--- config.mk ---
export PLATFORM = sky130hd
export DESIGN_NAME = sba_arbiter_flat
export DESIGN_NICKNAME = d
export VERILOG_FILES = /design/src/core/sba_pkg.sv /design/src/core/sba_if.sv /design/src/core/sba_arbiter.sv /design/src/flat_wrapper.sv
export VERILOG_INCLUDE_DIRS = /design/src /design/src/core
export SDC_FILE = /design/constraint.sdc
export NUM_CORES = 1
export LEC_CHECK = 0
export BUFFER_PORTS_ARGS = -buffer_cell sky130_fd_sc_hd__buf_4
export CORE_ASPECT_RATIO = 1.25
export CORE_MARGIN = 4
export CORE_UTILIZATION = 54
export DETAILED_ROUTE_END_ITERATION = 16
export PLACE_DENSITY_LB_ADDON = 0.25
export SYNTH_ARGS = -nofsm -noshare
export SYNTH_HDL_FRONTEND = slang
export SYNTH_SLANG_ARGS = --single-unit
export TNS_END_PERCENT = 30
--- constraint.sdc ---
create_clock -name clock -period 6.5 [get_ports clock]
set_input_delay 0.65 -clock clock [delete_from_list [all_inputs] [get_ports clock]]
set_output_delay 0.65 -clock clock [all_outputs]
set_load 0.05 [all_outputs]
--- src/core/sba_regs.svh ---
// Constants for the shared slave burst arbiter and its bursting master.
// Included by the package, the arbiter and the master; definitions only.
`ifndef SBA_REGS_SVH
`define SBA_REGS_SVH
`define SBA_AW 16
`define SBA_DW 32
`define SBA_BEW 4
`define SBA_BCW 4
`define SBA_SHW 4
`define SBA_PTRW 2
`define SBA_CNTW 3
`define SBA_LAT_MAX 8
`define SBA_BUF_AW 3
`define SBA_MAX_PEND 3'h4
`define SBA_ONE_PEND 3'h1
`define SBA_SLV_MAXB 4'h2
`define SBA_ONE_BEAT 4'h1
`define SBA_ONE_SHARE 4'h1
`endif

--- src/core/sba_pkg.sv ---
// Types shared by the arbiter, the bursting master and their interface.
// Assumes the constants header sits beside it on the include path.
`include "sba_regs.svh"
package sba_pkg;
   typedef logic [`SBA_AW-1:0] sba_addr_t;
   typedef logic [`SBA_DW-1:0] sba_data_t;
   typedef logic [`SBA_BEW-1:0] sba_be_t;
   typedef logic [`SBA_BCW-1:0] sba_bc_t;

   typedef struct packed {
      logic id;
      sba_bc_t len;
      logic last;
   } sba_tag_t;

   typedef struct packed {
      logic gnt;
      logic [`SBA_SHW-1:0] used;
      logic lock;
      sba_bc_t wr_left;
      sba_bc_t sub_left;
      sba_addr_t beat_addr;
      logic rd_act;
      logic rd_id;
      sba_bc_t rd_left;
      sba_addr_t rd_addr;
      logic s_read;
      logic s_write;
      sba_addr_t s_addr;
      sba_bc_t s_bcount;
      sba_be_t s_be;
      sba_data_t s_wdata;
      sba_tag_t [`SBA_MAX_PEND-1:0] tags;
      logic [`SBA_PTRW-1:0] wp;
      logic [`SBA_PTRW-1:0] rp;
      logic [`SBA_CNTW-1:0] cnt;
      sba_bc_t got;
      logic [`SBA_LAT_MAX-1:0] lat_sh;
      logic [1:0] blk;
      logic [1:0] m_wait;
      logic [1:0] m_rdv;
      sba_data_t m_rdata;
   } sba_arb_st_t;

   localparam sba_arb_st_t SBA_ARB_RST = '{m_wait: 2'b11, default: '0};

   typedef enum logic [3:0] {
      SBA_MS_IDLE = 4'b0001,
      SBA_MS_WR = 4'b0010,
      SBA_MS_RD = 4'b0100,
      SBA_MS_RWAIT = 4'b1000
   } sba_ms_state_t;

   typedef struct packed {
      sba_ms_state_t state;
      logic read;
      logic write;
      sba_addr_t addr;
      sba_bc_t bcount;
      sba_be_t be;
      sba_data_t wdata;
      sba_data_t [`SBA_LAT_MAX-1:0] words;
      sba_bc_t fill;
      sba_bc_t beat;
      sba_bc_t left;
      sba_data_t rd_data;
      logic rd_valid;
      logic done;
   } sba_mst_st_t;

   localparam sba_mst_st_t SBA_MST_RST = '{state: SBA_MS_IDLE, default: '0};
endpackage : sba_pkg

--- src/core/sba_if.sv ---
// One master port of the shared slave: command, write data and read return.
// A request is taken on a clock edge where read or write is high and wait_req low.
`timescale 1ns/1ps
interface sba_if;
   import sba_pkg::*;
   logic read;
   logic write;
   sba_addr_t addr;
   sba_bc_t bcount;
   sba_be_t be;
   sba_data_t wdata;
   logic wait_req;
   sba_data_t rdata;
   logic rdvalid;
   modport arb (input read, write, addr, bcount, be, wdata, output wait_req, rdata, rdvalid);
   modport mst (output read, write, addr, bcount, be, wdata, input wait_req, rdata, rdvalid);
endinterface : sba_if

--- src/core/sba_arbiter.sv ---
// Arbiter, burst splitter and read return logic in front of one shared slave.
// Two masters join through sba_if; the slave pins are plain ports, one clock.
`timescale 1ns/1ps
`include "sba_regs.svh"
module sba_arbiter
   import sba_pkg::*;
#(
   parameter logic [`SBA_SHW-1:0] SHARE0 = `SBA_ONE_SHARE,
   parameter logic [`SBA_SHW-1:0] SHARE1 = `SBA_ONE_SHARE,
   parameter bit M0_PIPE = 1'b1,
   parameter bit M1_PIPE = 1'b1,
   parameter bit SLV_PIPE = 1'b1,
   parameter bit SLV_BURST = 1'b1,
   parameter int SLV_LAT = 0
) (
   input wire logic clock,
   input wire logic rst,
   input wire logic ce,
   sba_if.arb m0,
   sba_if.arb m1,
   output logic s_read,
   output logic s_write,
   output sba_addr_t s_addr,
   output sba_bc_t s_bcount,
   output sba_be_t s_be,
   output sba_data_t s_wdata,
   input wire logic s_waitreq,
   input wire sba_data_t s_rdata,
   input wire logic s_rdvalid
);
   // Fixed latency slaves return one word per read, so they never see bursts
   localparam sba_bc_t CAP = (!SLV_BURST || SLV_LAT != 0) ? `SBA_ONE_BEAT
                                                         : `SBA_SLV_MAXB;
   localparam logic [`SBA_CNTW-1:0] LIM = SLV_PIPE ? `SBA_MAX_PEND : `SBA_ONE_PEND;
   localparam int LAT_IDX = (SLV_LAT > 0) ? SLV_LAT - 1 : 0;

   sba_arb_st_t st;
   sba_arb_st_t nx;
   logic [1:0] req;
   logic [1:0] wr_req;
   sba_addr_t m_addr [2];
   sba_bc_t m_bc [2];
   sba_be_t m_be [2];
   sba_data_t m_wd [2];

   function automatic sba_bc_t clip(input sba_bc_t left);
      clip = (left > CAP) ? CAP : left;
   endfunction : clip

   function automatic logic [`SBA_SHW-1:0] share_of(input logic id);
      share_of = id ? SHARE1 : SHARE0;
   endfunction : share_of

   function automatic logic pipe_of(input logic id);
      pipe_of = id ? M1_PIPE : M0_PIPE;
   endfunction : pipe_of

   assign req = {m1.read | m1.write, m0.read | m0.write};
   assign wr_req = {m1.write, m0.write};
   assign m_addr[0] = m0.addr;
   assign m_addr[1] = m1.addr;
   assign m_bc[0] = m0.bcount;
   assign m_bc[1] = m1.bcount;
   assign m_be[0] = m0.be;
   assign m_be[1] = m1.be;
   assign m_wd[0] = m0.wdata;
   assign m_wd[1] = m1.wdata;

   always_comb begin
      sba_tag_t head;
      logic rsp_v;
      logic acc;
      logic g;
      logic [1:0] avail;
      sba_bc_t sub;
      sba_bc_t total;
      sba_addr_t a;
      nx = st;
      head = st.tags[st.rp];
      g = st.gnt;
      sub = '0;
      total = '0;
      a = '0;
      avail = '0;
      rsp_v = 1'b0;
      acc = 1'b0;
      nx.m_rdv = '0;
      // Slave accepts the held command when its wait request is low
      if ((st.s_read || st.s_write) && !s_waitreq) begin
         nx.s_read = 1'b0;
         nx.s_write = 1'b0;
      end
      nx.lat_sh = {st.lat_sh[`SBA_LAT_MAX-2:0], st.s_read && !s_waitreq};
      rsp_v = (SLV_LAT == 0) ? s_rdvalid : st.lat_sh[LAT_IDX];
      // Return each word to the master at the head of the tag FIFO
      if (rsp_v && st.cnt != '0) begin
         nx.m_rdata = s_rdata;
         nx.m_rdv[head.id] = 1'b1;
         if (st.got + `SBA_ONE_BEAT == head.len) begin
            nx.got = '0;
            nx.rp = st.rp + 1'b1;
            nx.cnt = st.cnt - 1'b1;
            if (head.last) begin
               nx.blk[head.id] = 1'b0;
            end
         end else begin
            nx.got = st.got + `SBA_ONE_BEAT;
         end
      end
      acc = req[g] && !st.m_wait[g];
      if (acc && wr_req[g]) begin
         // Base address taken fresh at each burst start, no ordering kept
         if (st.wr_left == '0) begin
            total = m_bc[g];
            a = m_addr[g];
         end else begin
            total = st.wr_left;
            a = st.beat_addr;
         end
         if (st.sub_left == '0) begin
            sub = clip(total);
            nx.s_bcount = sub;
            nx.s_addr = a;
            nx.sub_left = sub - 1'b1;
         end else begin
            nx.sub_left = st.sub_left - 1'b1;
         end
         nx.s_write = 1'b1;
         nx.s_be = m_be[g];
         nx.s_wdata = m_wd[g];
         nx.beat_addr = a + 1'b1;
         nx.wr_left = total - 1'b1;
         nx.lock = (total != `SBA_ONE_BEAT);
         if (total == `SBA_ONE_BEAT) begin
            nx.used = st.used + 1'b1;
         end
      end else if (acc) begin
         nx.rd_act = 1'b1;
         nx.rd_id = g;
         nx.rd_left = m_bc[g];
         nx.rd_addr = m_addr[g];
         nx.s_be = m_be[g];
         nx.used = st.used + 1'b1;
         if (!pipe_of(g)) begin
            nx.blk[g] = 1'b1;
         end
      end else if (st.rd_act && !(nx.s_read || nx.s_write) && nx.cnt < LIM) begin
         // One slave read per sub-burst, each tagged with its owner
         sub = clip(st.rd_left);
         nx.s_read = 1'b1;
         nx.s_addr = st.rd_addr;
         nx.s_bcount = sub;
         nx.tags[st.wp] = '{id: st.rd_id, len: sub, last: (st.rd_left == sub)};
         nx.wp = st.wp + 1'b1;
         nx.cnt = nx.cnt + 1'b1;
         nx.rd_left = st.rd_left - sub;
         nx.rd_addr = st.rd_addr + sub;
         if (st.rd_left == sub) begin
            nx.rd_act = 1'b0;
         end
      end
      // Arbitrate only between bursts; a locked grant never moves
      if (!nx.lock && !nx.rd_act) begin
         avail = req & ~nx.blk;
         if (!avail[g] && avail[!g]) begin
            nx.gnt = !g;
            nx.used = '0;
         end else if (nx.used >= share_of(g)) begin
            nx.used = '0;
            if (avail[!g]) begin
               nx.gnt = !g;
            end
         end
      end
      // Ready is predicted a cycle ahead so the master sees it from a flop
      nx.m_wait[0] = nx.gnt || nx.s_read || nx.s_write || nx.rd_act || nx.blk[0]
                     || !(nx.cnt < LIM);
      nx.m_wait[1] = !nx.gnt || nx.s_read || nx.s_write || nx.rd_act || nx.blk[1]
                     || !(nx.cnt < LIM);
   end

   always_ff @(posedge clock or posedge rst) begin
      if (rst) begin
         st <= SBA_ARB_RST;
      end else if (ce) begin
         st <= nx;
      end
   end

   assign m0.wait_req = st.m_wait[0];
   assign m0.rdata = st.m_rdata;
   assign m0.rdvalid = st.m_rdv[0];
   assign m1.wait_req = st.m_wait[1];
   assign m1.rdata = st.m_rdata;
   assign m1.rdvalid = st.m_rdv[1];
   assign s_read = st.s_read;
   assign s_write = st.s_write;
   assign s_addr = st.s_addr;
   assign s_bcount = st.s_bcount;
   assign s_be = st.s_be;
   assign s_wdata = st.s_wdata;
endmodule : sba_arbiter

--- src/flat_wrapper.sv ---
// flat-port wrapper written by rule: the top's interface ports become plain ports
module sba_arbiter_flat import sba_pkg::*;
#(
   parameter logic [`SBA_SHW-1:0] SHARE0 = `SBA_ONE_SHARE,
   parameter logic [`SBA_SHW-1:0] SHARE1 = `SBA_ONE_SHARE,
   parameter bit M0_PIPE = 1'b1,
   parameter bit M1_PIPE = 1'b1,
   parameter bit SLV_PIPE = 1'b1,
   parameter bit SLV_BURST = 1'b1,
   parameter int SLV_LAT = 0
)
  (clock, rst, ce, s_read, s_write, s_addr, s_bcount, s_be, s_wdata, s_waitreq, s_rdata, s_rdvalid, m0_read, m0_write, m0_addr, m0_bcount, m0_be, m0_wdata, m0_wait_req, m0_rdata, m0_rdvalid, m1_read, m1_write, m1_addr, m1_bcount, m1_be, m1_wdata, m1_wait_req, m1_rdata, m1_rdvalid);
  sba_if m0_i ();
  sba_if m1_i ();
  input wire logic clock;
  input wire logic rst;
  input wire logic ce;
  output logic s_read;
  output logic s_write;
  output sba_addr_t s_addr;
  output sba_bc_t s_bcount;
  output sba_be_t s_be;
  output sba_data_t s_wdata;
  input wire logic s_waitreq;
  input wire sba_data_t s_rdata;
  input wire logic s_rdvalid;
  input wire logic [$bits(m0_i.read)-1:0] m0_read;
  input wire logic [$bits(m0_i.write)-1:0] m0_write;
  input wire logic [$bits(m0_i.addr)-1:0] m0_addr;
  input wire logic [$bits(m0_i.bcount)-1:0] m0_bcount;
  input wire logic [$bits(m0_i.be)-1:0] m0_be;
  input wire logic [$bits(m0_i.wdata)-1:0] m0_wdata;
  output wire logic [$bits(m0_i.wait_req)-1:0] m0_wait_req;
  output wire logic [$bits(m0_i.rdata)-1:0] m0_rdata;
  output wire logic [$bits(m0_i.rdvalid)-1:0] m0_rdvalid;
  input wire logic [$bits(m1_i.read)-1:0] m1_read;
  input wire logic [$bits(m1_i.write)-1:0] m1_write;
  input wire logic [$bits(m1_i.addr)-1:0] m1_addr;
  input wire logic [$bits(m1_i.bcount)-1:0] m1_bcount;
  input wire logic [$bits(m1_i.be)-1:0] m1_be;
  input wire logic [$bits(m1_i.wdata)-1:0] m1_wdata;
  output wire logic [$bits(m1_i.wait_req)-1:0] m1_wait_req;
  output wire logic [$bits(m1_i.rdata)-1:0] m1_rdata;
  output wire logic [$bits(m1_i.rdvalid)-1:0] m1_rdvalid;
  assign m0_i.read = m0_read;
  assign m0_i.write = m0_write;
  assign m0_i.addr = m0_addr;
  assign m0_i.bcount = m0_bcount;
  assign m0_i.be = m0_be;
  assign m0_i.wdata = m0_wdata;
  assign m0_wait_req = m0_i.wait_req;
  assign m0_rdata = m0_i.rdata;
  assign m0_rdvalid = m0_i.rdvalid;
  assign m1_i.read = m1_read;
  assign m1_i.write = m1_write;
  assign m1_i.addr = m1_addr;
  assign m1_i.bcount = m1_bcount;
  assign m1_i.be = m1_be;
  assign m1_i.wdata = m1_wdata;
  assign m1_wait_req = m1_i.wait_req;
  assign m1_rdata = m1_i.rdata;
  assign m1_rdvalid = m1_i.rdvalid;
  sba_arbiter #(.SHARE0(SHARE0), .SHARE1(SHARE1), .M0_PIPE(M0_PIPE), .M1_PIPE(M1_PIPE), .SLV_PIPE(SLV_PIPE), .SLV_BURST(SLV_BURST), .SLV_LAT(SLV_LAT)) u_core (.clock(clock), .rst(rst), .ce(ce), .m0(m0_i), .m1(m1_i), .s_read(s_read), .s_write(s_write), .s_addr(s_addr), .s_bcount(s_bcount), .s_be(s_be), .s_wdata(s_wdata), .s_waitreq(s_waitreq), .s_rdata(s_rdata), .s_rdvalid(s_rdvalid));
endmodule
==> out/results.ini <==
[place]
gp_congestion = 0.9002
dpl-instance-area_um2 = 11720
io_buffer_count = 278
numPlacedInstances = 1428
dp_hpwl_um = 19780
dp_slack_ns = 2.430

[critical_path]
cp_data_required_time_ns = 6.82
crit_path_start_kind = flip-flop
path_max_fanout = 33
cp-end-kind = flip-flop
crit_arrival_ns = 4.45
critPathKind = reg2reg

[run]
drv_cap = 0

[final_layout]
num_antenna_cells = 0
synthToLayoutAreaGrowth_pct = 19.09
n_fill_cell = 1578
final_util_pct = 65.52
layout.nets = 1388
final_area_um2 = 12350
drive_gt1_share_pct = 31.68
stdcell_count = 1460

[cts]
cts_buffer_depth = 2
postCtsHoldBufs = 0
cts_buffers = 17
htree_levels = 4
postCtsSetupBuffers = 0
clkTransAtPathRegs_ns = 0.08
clock_sinks = 183
cts_tree = done
cts_resized = 0
insertion_delay_ns = 0.43
ctsRootBufferMaster = clkbuf_16

[hold_path]
hold_path.class = in2async

[sta]
finalCritPeriodShare_pct = 63.57
fin_crit_ns = 4.132
timing.final.max_slew_violations = 0
hold_slack_ns = 0.3632
max_freq_mhz = 242.0
fin_setup_tns_ns = 0
max_slew.worst_pin.slew_ns = 1.164
rsz0062_at_grt = false
finalSetupViolCount = 0
finClkSkew_ns = 0.01231
maxSlewHeadroom_pct = 22.41
hold_violations = 0
fin_ws_ns = 2.368

[synthesis]
synth_cell_type_count = 67
postSynth.asyncResetShare_pct = 100.0
avgSynthCellArea_um2 = 9.620
synthFlopType = dfrtp_1
ys_warn_count = 0
syn_inst = 1078
synth_edf_count = 0
synth-seq-cells = 183
ys_seq_area_share_pct = 44.18
syn-cell-area_um2 = 10370

[floorplanning]
initial_utilization_pct = 55.02
core_area_um2 = 18850
rows = 56
die-area_um2 = 21500
die_y_um = 162.9
pin_count = 279
die_w_um = 131.9

[route]
firstDrtPassIters = 5
vias = 8195
antenna_left = 0
wl_per_cell_um = 18.12
post_drt_via_cell_ratio = 5.613
route.top_layer_used = met4
route.detailed.drc = 0
drt-met1-wl_um = 10380
wl_met2_um = 13210
wl_met3_um = 1775
drt_iter0_drc = 515
drt-total-wl_um = 26460

[power]
powerDensity_nw_per_um2 = 566.2
leakagePower_nw = 5.869
vdd_drop_max_v = 0.0003409
total_power_mw = 6.993

[global_routing]
grt_pass1_vias = 8067
grt_pass1_wl_um = 41590
grt.overflow.total = 0
track_usage_pct = 24.19
grt_antenna_before_repair = 0
grt_start_max_net_pins = 88

[outcome]
outcome = finished, final reports clean

## worst paths after layout
| check | startpoint | end | slack, ns | cells after the start |
|---|---|---|---|---|
| setup / recovery | u_core.st[53] | u_core.st[141] | 2.37 | 8 |
| hold / removal | rst | u_core.m0.rdata[27] | 0.36 | 2 |
| setup reg to reg | u_core.st[53] | u_core.st[141] | 2.37 | 8 |
| hold reg to reg | u_core.s_wdata[25] | u_core.s_wdata[25] | 0.48 | 2 |
| max in group asynchronous | rst | u_core.st[56] | 4.87 | 3 |
| min in group clock | s_rdata[28] | u_core.m0.rdata[28] | 0.44 | 2 |
## cell usage in the layout, fill, tap and decap left out, types with 11 or more instances in the layout
cell type,synthesis,layout
inv_1,29,28
dfrtp_1,181,180
ha_1,19,19
buf_4,121,287
clkbuf_16,0,17
a21oi_1,52,52
xnor2_1,20,20
o21ai_0,103,103
and2_1,11,11
nor2_1,81,81
mux2_2,47,47
nand2_1,129,128
a22o_1,12,12
nand3_1,18,18
mux2i_1,60,60
nor3_1,15,15
## logic make-up after synthesis
group,count (synthesis),share of synthesized area (%)
DFF,183,44.18
other,2,0.07242
adders and majority gates,20,2.486
muxes,114,12.33
and+or+nand+nor,289,12.21
AOI/OAI and AO/OA,243,14.48
buffers and inverters,199,11.80
xor gates and xnor gates,28,2.437
## cell type report
class | count | area (um^2) | share of cell area, %
clock buffers | 19 | 452.9 | 3.668
clock inverters | 13 | 175.2 | 1.418
inverters | 29 | 113.9 | 0.9220
multi-input cells | 697 | 4577 | 37.06
flip-flops and latches | 183 | 4586 | 37.13
well taps | 232 | 290.3 | 2.351
repair buffers | 287 | 2155 | 17.45
## state kept, by name, summed over array words and instances, names as in the netlist
name / flops
u_core.m0.rdata: 32
u_core.m1.wait_req: 1
u_core.s_addr: 16
u_core.s_write: 1
u_core.m0.rdvalid: 1
u_core.s_bcount: 4
u_core.s_wdata: 32
u_core.s_read: 1
u_core.m0.wait_req: 1
u_core.s_be: 4
u_core.st: 89
u_core.m1.rdvalid: 1
## power by group
part	switching, mW	leakage [nW]	total [mW]	internal, mW
sequential	0.416	2.29	2.03	1.62
clock	0.486	0.308	1.10	0.609
combinational	2.57	3.27	3.86	1.29
total	3.48	5.87	6.99	3.52
## synthesized netlist by cell type (5+ instances only)
| library cell | number | area (um^2) |
|---|---|---|
| dfrtp_1 | 181 | 4529 |
| nand2_1 | 129 | 484.2 |
| buf_4 | 121 | 908.4 |
| o21ai_0 | 103 | 515.5 |
| nor2_1 | 81 | 304.0 |
| mux2i_1 | 60 | 600.6 |
| a21oi_1 | 52 | 260.3 |
| mux2_2 | 47 | 529.3 |
| clkbuf_1 | 32 | 120.1 |
| inv_1 | 29 | 108.9 |
| xnor2_1 | 20 | 175.2 |
| ha_1 | 19 | 237.7 |
| nand3_1 | 18 | 90.09 |
| nor3_1 | 15 | 75.07 |
| a22o_1 | 12 | 105.1 |
| and2_1 | 11 | 68.82 |
| buf_2 | 11 | 55.05 |
| a31oi_1 | 9 | 56.30 |
| o32ai_1 | 8 | 70.07 |
| nand2b_1 | 7 | 43.79 |
| xor2_1 | 7 | 61.31 |
| a21o_1 | 6 | 45.04 |
| mux4_2 | 6 | 135.1 |
| o211ai_1 | 6 | 45.04 |
| o21a_1 | 6 | 45.04 |
| o2bb2ai_1 | 6 | 52.55 |
| nor2b_1 | 5 | 31.28 |
## per-layer routing
metal	vias to the layer above	track usage (%)
li1	3905	-
met1	3879	29.37
met2	355	41.11
met3	56	5.408
met4	0	11.37
met5	-	0
## critical path: stages, from the launching register on
cell      delay, ns
dfrtp_1        0.61
mux4_2         0.60
xnor2_2        0.22
mux2_2         0.40
a21oi_1        0.27
o21ai_2        0.38
o21ai_2        1.03
o221ai_1       0.32
o21a_1         0.19
(Power assumes the default switching activity.)
